**src/uart_line_pkg.sv**
```systemverilog
// Shared constants and types for the serial line controller
package uart_line_pkg;

	// ----------------------------------------------------------------
	// Register byte offsets
	// ----------------------------------------------------------------
	localparam logic [7:0] OFS_BD_HIGH  = 8'h00;
	localparam logic [7:0] OFS_BD_LOW   = 8'h04;
	localparam logic [7:0] OFS_CTRL_ONE = 8'h08;
	localparam logic [7:0] OFS_CTRL_TWO = 8'h0c;
	localparam logic [7:0] OFS_STATUS   = 8'h10;
	localparam logic [7:0] OFS_DATA     = 8'h14;
	localparam logic [7:0] OFS_GATE     = 8'h18;

	// ----------------------------------------------------------------
	// Values after reset and the high divisor write mask
	// ----------------------------------------------------------------
	localparam logic [7:0] RST_BD_HIGH  = 8'h00;
	localparam logic [7:0] RST_BD_LOW   = 8'h04;
	localparam logic [7:0] RST_CTRL_ONE = 8'h00;
	localparam logic [7:0] RST_CTRL_TWO = 8'h00;
	localparam logic       RST_GATE     = 1'b1;
	localparam logic [3:0] RST_IDLE_CNT = 4'hf;
	localparam logic [7:0] BD_HIGH_MASK = 8'hdf;

	// ----------------------------------------------------------------
	// Field positions
	// ----------------------------------------------------------------
	localparam int BDH_BRK_IE  = 7;
	localparam int BDH_EDGE_IE = 6;
	localparam int C1_LOOP     = 7;
	localparam int C1_WFRZ     = 6;
	localparam int C1_RECEIVER_SOURCE_SELECT     = 5;
	localparam int C1_NINE     = 4;
	localparam int C1_WAKE     = 3;
	localparam int C1_ILT      = 2;
	localparam int C1_PE       = 1;
	localparam int C1_PODD     = 0;
	localparam int C2_TXINV    = 7;
	localparam int C2_BRK13    = 6;
	localparam int C2_BRKDET   = 5;
	localparam int C2_DIR      = 4;
	localparam int C2_TXON     = 3;
	localparam int C2_RXON     = 2;
	localparam int C2_RWU      = 1;
	localparam int C2_SBK      = 0;
	localparam int ST_PAR      = 0;
	localparam int ST_FRAME    = 1;
	localparam int ST_NOISE    = 2;
	localparam int ST_OVR      = 3;
	localparam int ST_IDLE     = 4;
	localparam int ST_EDGE     = 8;
	localparam int ST_BRK      = 9;

	// ----------------------------------------------------------------
	// Cycle and bit counts
	// ----------------------------------------------------------------
	localparam logic [3:0] SUB_LAST   = 4'hf;
	localparam logic [3:0] SMP_FIRST  = 4'h7;
	localparam logic [3:0] SMP_LAST   = 4'h9;
	localparam logic [3:0] IDLE_BITS  = 4'ha;
	localparam logic [3:0] BRK_SHORT  = 4'ha;
	localparam logic [3:0] BRK_LONG   = 4'hd;
	localparam logic [3:0] FRAME_XTRA = 4'h2;

	typedef enum logic {TX_IDLE = 1'b0, TX_SEND = 1'b1} tx_state_t;
	typedef enum logic [1:0] {RX_IDLE = 2'b00, RX_START = 2'b01, RX_DATA = 2'b11} rx_state_t;

endpackage
```
**src/uart_line_ctrl.sv**
```systemverilog
// Serial line controller: APB registers, baud divider, transmitter and receiver
//
// Functional notes
// - Clock gate bit set by reset; clearing it stops the serial logic.
// - High divisor byte is buffered; working divisor updates on low-byte write.
// - Divisor 1..8191 gives one bit per sixteen divider ticks.
// - Divisor zero stops the baud generator completely.
// - Low byte resets non-zero; generator idle until tx or rx enable written.
// - Break flag requests interrupt when its enable bit 7 is set.
// - Receive edge flag requests interrupt when its enable bit 6 is set.
// - Loopback routes transmitter output to receiver, receive pin unused.
// - Source bit under loopback picks internal loop or single-wire pin.
// - Wait freeze bit stops serial clocks while processor waits.
// - Eight or nine data bits, lsb first, between start and stop.
// - Wake bit picks idle-line or address-mark wakeup from standby.
// - Idle needs 10 or 11 high bit times, counted from start or stop.
// - Parity generated and checked in the most significant data bit.
// - Parity type selects even or odd count of ones.
// - Overrun, parity, framing and noise errors are flagged.
// - Optional 13-bit break send and break detection.
// - Double-buffered transmitter and receiver with separate enables.
// - Transmit output polarity can be inverted.
// - Direction bit decides drive of shared pin in single-wire mode.
// - Receive pin released whenever loopback is selected.
`timescale 1ns/100ps

module uart_line_ctrl
	import uart_line_pkg::*;
#(
	parameter int unsigned ADDR_W = 8
) (
	input  wire logic              pclk,
	input  wire logic              presetn,
	input  wire logic              clk_en,
	input  wire logic              psel,
	input  wire logic              penable,
	input  wire logic              pwrite,
	input  wire logic [ADDR_W-1:0] paddr,
	input  wire logic [31:0]       pwdata,
	input  wire logic              wait_mode,
	input  wire logic              rx_pin,
	input  wire logic              tx_pin_in,
	output logic      [31:0]       prdata,
	output logic                   pready,
	output logic                   pslverr,
	output logic                   tx_pin_out,
	output logic                   tx_pin_oe,
	output logic                   rx_pin_used,
	output logic                   irq_request
);

	if (ADDR_W < 8 || ADDR_W > 32) begin : g_bad_addr
		$error("ADDR_W must lie between 8 and 32");
	end

	// ----------------------------------------------------------------
	// State
	// ----------------------------------------------------------------
	typedef struct packed {
		logic [7:0]  bdh;
		logic [4:0]  div_hi;
		logic [7:0]  bdl;
		logic [7:0]  c1;
		logic [7:0]  c2;
		logic        gate;
		logic        baud_run;
		logic [12:0] bcnt;
		tx_state_t   tx_st;
		logic [8:0]  tx_buf;
		logic        tx_full;
		logic [13:0] tx_sh;
		logic [3:0]  tx_left;
		logic [3:0]  tx_sub;
		logic        tx_line;
		logic        tc;
		rx_state_t   rx_st;
		logic [3:0]  rx_sub;
		logic [3:0]  rx_bit;
		logic [8:0]  rx_sh;
		logic [2:0]  rx_smp;
		logic        rx_noisy;
		logic [8:0]  rx_buf;
		logic        rdrf;
		logic        idle_f;
		logic        ovr_f;
		logic        noise_f;
		logic        frame_f;
		logic        par_f;
		logic        edge_f;
		logic        brk_f;
		logic        rx_prev;
		logic [3:0]  idle_cnt;
		logic [3:0]  idle_sub;
		logic [31:0] prdata;
		logic        pready;
		logic        pslverr;
		logic        tx_out;
		logic        tx_oe;
		logic        rx_used;
		logic        irq;
	} state_t;

	function automatic state_t rst_val();
		state_t v;
		v          = '0;
		v.bdh      = RST_BD_HIGH;
		v.bdl      = RST_BD_LOW;
		v.c1       = RST_CTRL_ONE;
		v.c2       = RST_CTRL_TWO;
		v.gate     = RST_GATE;
		v.tx_line  = 1'b1;
		v.tx_out   = 1'b1;
		v.rx_prev  = 1'b1;
		v.idle_cnt = RST_IDLE_CNT;
		return v;
	endfunction

	localparam state_t S_RST = rst_val();

	// ----------------------------------------------------------------
	// Helpers
	// ----------------------------------------------------------------
	function automatic logic [3:0] data_bits(input logic nine);
		return nine ? 4'h9 : 4'h8;
	endfunction

	function automatic logic odd_ones(input logic [8:0] d, input logic nine);
		return nine ? ^d : ^d[7:0];
	endfunction

	function automatic logic maj(input logic [2:0] s);
		return (s[0] & s[1]) | (s[0] & s[2]) | (s[1] & s[2]);
	endfunction

	state_t      s_r;
	state_t      s_nxt;
	logic [12:0] div;
	logic [7:0]  ofs;
	logic        up_zero;
	logic        setup;
	logic        wr;
	logic        rd;
	logic        dwr;
	logic        run;
	logic        tick;
	logic        rx_in;
	logic        smp_v;
	logic        smp_nz;
	logic        nine;
	logic [8:0]  rx_data;
	logic        rx_msb;
	logic [8:0]  tx_word;

	// ----------------------------------------------------------------
	// Next state
	// ----------------------------------------------------------------
	always_comb begin
		s_nxt   = s_r;
		div     = {s_r.div_hi, s_r.bdl};
		ofs     = paddr[7:0];
		up_zero = (paddr >> 8) == '0;
		setup   = psel & ~penable;
		wr      = psel & penable & s_r.pready & pwrite & up_zero;
		rd      = psel & penable & s_r.pready & ~pwrite & up_zero;
		dwr     = wr && ofs == OFS_DATA;
		run     = s_r.gate & ~(wait_mode & s_r.c1[C1_WFRZ]);
		tick    = 1'b0;
		nine    = s_r.c1[C1_NINE];
		smp_v   = maj(s_r.rx_smp);
		smp_nz  = s_r.rx_smp != 3'b000 && s_r.rx_smp != 3'b111;
		rx_data = nine ? s_r.rx_sh : {1'b0, s_r.rx_sh[8:1]};
		rx_msb  = nine ? rx_data[8] : rx_data[7];
		tx_word = pwdata[8:0];
		if (!nine) begin
			tx_word[8] = 1'b0;
		end
		if (s_r.c1[C1_PE]) begin
			// Parity replaces the top data bit
			if (nine) begin
				tx_word[8] = 1'b0;
				tx_word[8] = odd_ones(tx_word, 1'b0) ^ s_r.c1[C1_PODD];
			end else begin
				tx_word[7] = 1'b0;
				tx_word[7] = odd_ones(tx_word, 1'b0) ^ s_r.c1[C1_PODD];
			end
		end
		// Loopback takes the transmitter; single-wire takes the shared pin
		if (s_r.c1[C1_LOOP]) begin
			rx_in = s_r.c1[C1_RECEIVER_SOURCE_SELECT] ? tx_pin_in : s_r.tx_line;
		end else begin
			rx_in = rx_pin;
		end

		// ------------------------------------------------------------
		// Bus slave: data is latched in setup so prdata comes from a flop
		// ------------------------------------------------------------
		s_nxt.pready  = setup;
		s_nxt.pslverr = 1'b0;
		if (setup) begin
			s_nxt.pslverr = 1'b0;
			case (ofs)
				OFS_BD_HIGH:  s_nxt.prdata = {24'h000000, s_r.bdh};
				OFS_BD_LOW:   s_nxt.prdata = {24'h000000, s_r.bdl};
				OFS_CTRL_ONE: s_nxt.prdata = {24'h000000, s_r.c1};
				OFS_CTRL_TWO: s_nxt.prdata = {24'h000000, s_r.c2};
				OFS_STATUS:   s_nxt.prdata = {22'h000000, s_r.brk_f, s_r.edge_f, ~s_r.tx_full, s_r.tc,
					s_r.rdrf, s_r.idle_f, s_r.ovr_f, s_r.noise_f, s_r.frame_f, s_r.par_f};
				OFS_DATA:     s_nxt.prdata = {23'h000000, s_r.rx_buf};
				OFS_GATE:     s_nxt.prdata = {31'h00000000, s_r.gate};
				default: begin
					s_nxt.prdata  = 32'h00000000;
					s_nxt.pslverr = 1'b1;
				end
			endcase
			if (!up_zero) begin
				s_nxt.prdata  = 32'h00000000;
				s_nxt.pslverr = 1'b1;
			end
		end
		if (wr) begin
			case (ofs)
				OFS_BD_HIGH: s_nxt.bdh = pwdata[7:0] & BD_HIGH_MASK;
				OFS_BD_LOW: begin
					s_nxt.bdl    = pwdata[7:0];
					s_nxt.div_hi = s_r.bdh[4:0];
				end
				OFS_CTRL_ONE: s_nxt.c1 = pwdata[7:0];
				OFS_CTRL_TWO: begin
					s_nxt.c2 = pwdata[7:0];
					if (pwdata[C2_TXON] | pwdata[C2_RXON]) begin
						s_nxt.baud_run = 1'b1;
					end
				end
				OFS_STATUS: begin
					s_nxt.par_f   = s_r.par_f & ~pwdata[ST_PAR];
					s_nxt.frame_f = s_r.frame_f & ~pwdata[ST_FRAME];
					s_nxt.noise_f = s_r.noise_f & ~pwdata[ST_NOISE];
					s_nxt.ovr_f   = s_r.ovr_f & ~pwdata[ST_OVR];
					s_nxt.idle_f  = s_r.idle_f & ~pwdata[ST_IDLE];
					s_nxt.edge_f  = s_r.edge_f & ~pwdata[ST_EDGE];
					s_nxt.brk_f   = s_r.brk_f & ~pwdata[ST_BRK];
				end
				OFS_DATA: begin
					s_nxt.tx_buf  = tx_word;
					s_nxt.tx_full = 1'b1;
					s_nxt.tc      = 1'b0;
				end
				OFS_GATE: s_nxt.gate = pwdata[0];
				default: ;
			endcase
		end
		if (rd && ofs == OFS_DATA) begin
			s_nxt.rdrf = 1'b0;
		end

		// ------------------------------------------------------------
		// Serial side; hardware sets come after software clears
		// ------------------------------------------------------------
		if (run) begin
			if (s_r.baud_run && div != 13'h0000) begin
				if (s_r.bcnt >= div - 13'h0001) begin
					s_nxt.bcnt = 13'h0000;
					tick       = 1'b1;
				end else begin
					s_nxt.bcnt = s_r.bcnt + 13'h0001;
				end
			end
			s_nxt.rx_prev = rx_in;
			if (s_r.c2[C2_RXON] && s_r.rx_prev && !rx_in) begin
				s_nxt.edge_f = 1'b1;
			end
		end

		if (tick) begin
			// Transmitter
			unique case (s_r.tx_st)
				TX_IDLE: begin
					s_nxt.tx_line = 1'b1;
					if (s_r.c2[C2_TXON] && s_r.c2[C2_SBK]) begin
						s_nxt.tx_sh   = 14'h0000;
						s_nxt.tx_left = (s_r.c2[C2_BRK13] ? BRK_LONG : BRK_SHORT) + {3'b000, nine};
						s_nxt.tx_sub  = 4'h0;
						s_nxt.tx_line = 1'b0;
						s_nxt.tx_st   = TX_SEND;
					end else if (s_r.c2[C2_TXON] && s_r.tx_full) begin
						if (nine) begin
							s_nxt.tx_sh = {3'b000, 1'b1, s_r.tx_buf, 1'b0};
						end else begin
							s_nxt.tx_sh = {4'h0, 1'b1, s_r.tx_buf[7:0], 1'b0};
						end
						s_nxt.tx_left = data_bits(nine) + FRAME_XTRA;
						s_nxt.tx_sub  = 4'h0;
						s_nxt.tx_line = 1'b0;
						s_nxt.tx_full = dwr;
						s_nxt.tx_st   = TX_SEND;
					end else if (!s_r.tx_full && !dwr) begin
						s_nxt.tc = 1'b1;
					end
				end
				TX_SEND: begin
					s_nxt.tx_sub = s_r.tx_sub + 4'h1;
					if (s_r.tx_sub == SUB_LAST) begin
						s_nxt.tx_sh   = s_r.tx_sh >> 1;
						s_nxt.tx_left = s_r.tx_left - 4'h1;
						if (s_r.tx_left == 4'h1) begin
							s_nxt.tx_line = 1'b1;
							s_nxt.tx_st   = TX_IDLE;
						end else begin
							s_nxt.tx_line = s_r.tx_sh[1];
						end
					end
				end
			endcase

			// Idle detector runs ahead of the receiver so a stop-bit restart wins
			if (s_r.c2[C2_RXON]) begin
				if (!rx_in) begin
					s_nxt.idle_cnt = 4'h0;
					s_nxt.idle_sub = 4'h0;
				end else begin
					s_nxt.idle_sub = s_r.idle_sub + 4'h1;
					if (s_r.idle_sub == SUB_LAST && s_r.idle_cnt < IDLE_BITS + {3'b000, nine}) begin
						s_nxt.idle_cnt = s_r.idle_cnt + 4'h1;
						if (s_r.idle_cnt + 4'h1 == IDLE_BITS + {3'b000, nine}) begin
							s_nxt.idle_f = 1'b1;
							if (!s_r.c1[C1_WAKE]) begin
								s_nxt.c2[C2_RWU] = 1'b0;
							end
						end
					end
				end
			end

			// Receiver: three samples mid-bit, majority vote decides
			if (s_r.c2[C2_RXON]) begin
				unique case (s_r.rx_st)
					RX_IDLE: begin
						if (!rx_in) begin
							s_nxt.rx_st  = RX_START;
							s_nxt.rx_sub = 4'h0;
						end
					end
					RX_START, RX_DATA: begin
						s_nxt.rx_sub = s_r.rx_sub + 4'h1;
						if (s_r.rx_sub >= SMP_FIRST && s_r.rx_sub <= SMP_LAST) begin
							s_nxt.rx_smp = {s_r.rx_smp[1:0], rx_in};
						end
						if (s_r.rx_sub == SUB_LAST) begin
							if (s_r.rx_st == RX_START) begin
								s_nxt.rx_st    = smp_v ? RX_IDLE : RX_DATA;
								s_nxt.rx_bit   = 4'h0;
								s_nxt.rx_noisy = smp_nz;
							end else if (s_r.rx_bit < data_bits(nine)) begin
								s_nxt.rx_sh    = {smp_v, s_r.rx_sh[8:1]};
								s_nxt.rx_bit   = s_r.rx_bit + 4'h1;
								s_nxt.rx_noisy = s_r.rx_noisy | smp_nz;
							end else begin
								s_nxt.rx_st = RX_IDLE;
								if (s_r.c1[C1_ILT]) begin
									s_nxt.idle_cnt = 4'h0;
									s_nxt.idle_sub = 4'h0;
								end
								if (rx_data == 9'h000 && !smp_v && s_r.c2[C2_BRKDET]) begin
									s_nxt.brk_f = 1'b1;
								end
								if (!s_r.c2[C2_RWU] || (s_r.c1[C1_WAKE] && rx_msb)) begin
									s_nxt.c2[C2_RWU] = 1'b0;
									if (s_r.rdrf) begin
										s_nxt.ovr_f = 1'b1;
									end else begin
										s_nxt.rx_buf = rx_data;
										s_nxt.rdrf   = 1'b1;
										if (s_r.rx_noisy | smp_nz) begin
											s_nxt.noise_f = 1'b1;
										end
										if (!smp_v) begin
											s_nxt.frame_f = 1'b1;
										end
										if (s_r.c1[C1_PE] && odd_ones(rx_data, nine) != s_r.c1[C1_PODD]) begin
											s_nxt.par_f = 1'b1;
										end
									end
								end
							end
						end
					end
					default: s_nxt.rx_st = RX_IDLE;
				endcase
			end
		end

		// Registered pin and request outputs
		s_nxt.tx_out  = s_nxt.tx_line ^ s_nxt.c2[C2_TXINV];
		s_nxt.tx_oe   = (s_nxt.c2[C2_TXON] | (s_nxt.tx_st == TX_SEND))
			& ~(s_nxt.c1[C1_LOOP] & s_nxt.c1[C1_RECEIVER_SOURCE_SELECT] & ~s_nxt.c2[C2_DIR]);
		s_nxt.rx_used = s_nxt.c2[C2_RXON] & ~s_nxt.c1[C1_LOOP];
		s_nxt.irq     = (s_nxt.bdh[BDH_BRK_IE] & s_nxt.brk_f) | (s_nxt.bdh[BDH_EDGE_IE] & s_nxt.edge_f);
	end

	always_ff @(posedge pclk or negedge presetn) begin
		if (!presetn) begin
			s_r <= S_RST;
		end else if (clk_en) begin
			s_r <= s_nxt;
		end
	end

	assign prdata      = s_r.prdata;
	assign pready      = s_r.pready;
	assign pslverr     = s_r.pslverr;
	assign tx_pin_out  = s_r.tx_out;
	assign tx_pin_oe   = s_r.tx_oe;
	assign rx_pin_used = s_r.rx_used;
	assign irq_request = s_r.irq;
endmodule

```
**config.mk**
```make
export PLATFORM = sky130hd
export DESIGN_NAME = uart_line_ctrl
export DESIGN_NICKNAME = d
export VERILOG_FILES = /design/src/uart_line_pkg.sv /design/src/uart_line_ctrl.sv
export SDC_FILE = /design/constraint.sdc
export NUM_CORES = 1
export LEC_CHECK = 0
export ABC_AREA = 1
export ABC_CLOCK_PERIOD_IN_PS = 3000
export BUFFER_PORTS_ARGS = -buffer_cell sky130_fd_sc_hd__buf_2
export CAP_MARGIN = 20
export CORE_AREA = 2 2 134 136
export DETAILED_ROUTE_END_ITERATION = 6
export DIE_AREA = 0 0 136 138
export GPL_ROUTABILITY_DRIVEN = 0
export GPL_TIMING_DRIVEN = 0
export HOLD_SLACK_MARGIN = 0.1
export PLACE_DENSITY = 0.84
export SLEW_MARGIN = 20
export SYNTH_ARGS = -nofsm -noshare
export SYNTH_HDL_FRONTEND = slang
export SYNTH_SLANG_ARGS = --single-unit
```
**constraint.sdc**
```tcl
create_clock -name pclk -period 3 [get_ports pclk]
set_input_delay 0.15 -clock pclk [delete_from_list [all_inputs] [get_ports pclk]]
set_output_delay 0.15 -clock pclk [all_outputs]
set_load 0.02 [all_outputs]
```
==> impl_results.md <==
- Synthesized area: 8570 um2
- WL final: approximately 24,000 um
- Max Fanout on Critical Path: 6
- Clock net sink count: ~150
- First-pass GRT wire length: 37,600 um
- Final hold viol count: 0
- Clock skew: 0.00937 ns
- Worst EP required: 3.35 ns
- Worst R2R Path Depth: 21
- Die ar.: 18,800 um2
- Worst slack, placed: -0.537 ns
- Most frequent cells after synthesis: 237 x nand2_1, 138 x dfrtp_1, 126 x inv_1
- Crit path setup slack, layout: -0.242 ns
- Hold Crit Depth: 3
- Yosys top cell by area: dfrtp_1
- Post-synth EDFFs: 0
- Num rows: between 40 and 50
- Leak: 5.14 nW
- Critical path launch point type: flip-flop
- Vias/cell: 5.61
- Routed length per instance: between 15 and 20 um
- RSZ-0062 raised after global routing: yes
- Synth cell types: 49
- Vias: 8,049
- DP HPWL: 15,900 um
- Core box area: between 15,000 and 20,000 um2
- Starting Density: 0.489
- Worst-path clk slew: 0.06 ns
- Worst Hold Class: input pin to flip-flop
- Layout area overhead: 24.5%
- Period utilization: 1.08
- TritonRoute pass-1 iters: 7
- Worst slew pin tran: just over 0.7 ns
- Sequential element share of the synthesized area: 0.430
- Dominant register cell in the synthesized netlist: dfrtp_1
- Status: complete, but fails checks
- Synth warnings: 0
- H-tree Lvls: 4
- DRC Markers: 11
- Final-report max-slew violation count: 0
- Post-Synthesis Mean Instance Area: 8.00 um2
- CTS buffer count: 17
- Peak VDD IR: 0.475 mV
- Clock latency on the worst-skew pair: 0.44 ns
- Iteration-0 DRC Markers: 860
- Post-route ant nets: 0
- Nature of the critical path endpoint: flip-flop
- WP depth: 21
- CTS tree: yes
- Arr. time, crit path: 3.59 ns
- Root buf cell: clkbuf_16
- Vias in the first global route: 7,758
- Slowest stage delay, CP: 0.43 ns
- Max Root-Sink Buffers: 2
- FFs w/ async S/R, synth: 1.00
- Gr usage total: 0.255
- Shortest period the worst path allows: 3.24 ns
- Most numerous cell in the Yosys netlist: nand2_1
- FF+latch count, synth: 147
- Die W: around 140 um
- Crit-path cells: inv_1, ha_4, nand2_1, nor2_4, nand3_4, nor2_4, nand2_1, xor2_1, ha_1, nand2_1, nor2_4, nand2_2, nor2_2, nor2_2, nand3_4, nand4_4, buf_4, buf_6, clkinvlp_4, buf_4, nor3b_2
- Post-Synthesis Cells: 1,071
- Port buffer count: 41
- Failing checks: design-rule violations, negative setup slack
- IO Pins: 87
- Max cap viols: 0
- WP buf/inv: 5
- Antenna cells: 0
- Slowest stage cell on the critical path: dfrtp_1
- Ratio of cells with drive above 1 in the final layout: 0.242
- Fin nets: 1,275
- Synth area leaders: dfrtp_1 40%, nand2_1 10%, o21ai_0 6.9%, inv_1 5.5%, ha_1 4.7%
- Setup violators final: 76
- Largest net degree at the start of global routing: 78
- Yosys top cell area share: 0.403
- Pwr/cell area: 438 nW/um2
- Top delay family on crit path: simple AND/OR/NAND/NOR gates
- Die H: 138 um
- Fmax: 0.308 GHz
- Initial antenna violation count: 0
- Crit Path Class: flip-flop to flip-flop
- Rel. slew slack: 0.519
- Setup TNS: -9.79 ns
- Total congestion overflow: 0
==> state kept, by name (all words and copies together) (netlist names) <==
signal       flops
prdata          10
tx_pin_oe        1
rx_pin_used      1
tx_pin_out       1
div             13
pslverr          1
nine             1
s_r            117
pready           1
irq_request      1
==> tightest hold or removal path, stage by stage <==
cell      delay, ns
buf_2          0.10
a311oi_1       0.10
o21ai_0        0.16
==> layout by cell type (no fill, tap or decap), drive strengths merged, types with 3 or more instances in the layout <==
cell type and count:
a21oi 46, nand3 48, conb 22, dlygate4sd3 7, o211ai 5, clkinvlp 4, o21a 3, o21ai 150
dfrtp 138, xor2 21, nor2 95, nand2 250, inv 132, a31oi 5, clkbuf 34, ha 32
nand4 12, clkinv 7, o2111ai 3, nor3 18, xnor2 12, a211oi 4, a22oi 7, buf 118
o22ai 8, dfstp 9
==> final cells by class <==
class	instances	area (um2)
multi-input cells	756	4480
well taps	229	287
inverters	134	512
clock inverters	11	128
flip-flops and latches	147	3690
fillers	1394	6860
plain buffers	55	403
clock buffers	21	470
repair buffers	83	706
==> cell families (layout without fill, tap and decap cells) <==
| group | after synthesis | after routing | synth area share |
|---|---|---|---|
| AOI/OAI and AO/OA | 238 | 238 | 0.166 |
| xor gates and xnor gates | 33 | 33 | 0.0337 |
| adders and majority gates | 32 | 32 | 0.0467 |
| buffers and inverters | 189 | 304 | 0.102 |
| DFF | 147 | 147 | 0.430 |
| muxes | 2 | 2 | 0.00263 |
| other | 1 | 22 | 0.000437 |
| and+or+nand+nor | 429 | 429 | 0.219 |
==> where the power goes <==
group	leakage, nW	internal [mW]	switching (mW)
combinational	2.99	0.141	0.303
clock	0.286	1.29	0.876
sequential	1.86	2.02	0.0335
total	5.14	3.46	1.21
==> final timing paths <==
path                           from  endpoint  slack (ns)
setup / recovery             div[1]  s_r[130]       -0.24
hold / removal             paddr[2]   pslverr        0.12
setup reg to reg             div[1]  s_r[130]       -0.24
hold reg to reg            s_r[120]  s_r[120]        0.48
max in group asynchronous   presetn    div[2]        1.95
min in group asynchronous   presetn   s_r[72]        0.25
==> layer usage <==
metal | global-route usage | routed length (um) | up-vias
li1 | - | - | 3716
met1 | 0.310 | 9000 | 3773
met2 | 0.417 | 11700 | 443
met3 | 0.0623 | 2100 | 117
met4 | 0.137 | 1210 | 0
met5 | 0 | 0 | -
==> through the flow <==
step           hold slack (ns)  power, mW  area [um2]  cells  utilization
5_1_grt                  0.128       4.81       10700   1436        0.609
3_5_place_dp             0.144       2.49        9180   1363        0.524
4_1_cts                  0.109       4.64       10400   1428        0.593
2_1_floorplan           -0.146       2.34        8650   1092            -
6_report                 0.118       4.67       10700   1436        0.609
3_3_place_gp             0.455       2.47        9140   1362        0.521
==> repair_timing <==
action,in CTS,in global routing
endpoints found under the setup margin,84,86
buffers inserted,21,7
cloned,5,1
gates resized for setup,82,58
pin swaps,20,20
hold buffers,7,0
hold endpoints to repair,76,0
Power figures use the tool's default switching activity.
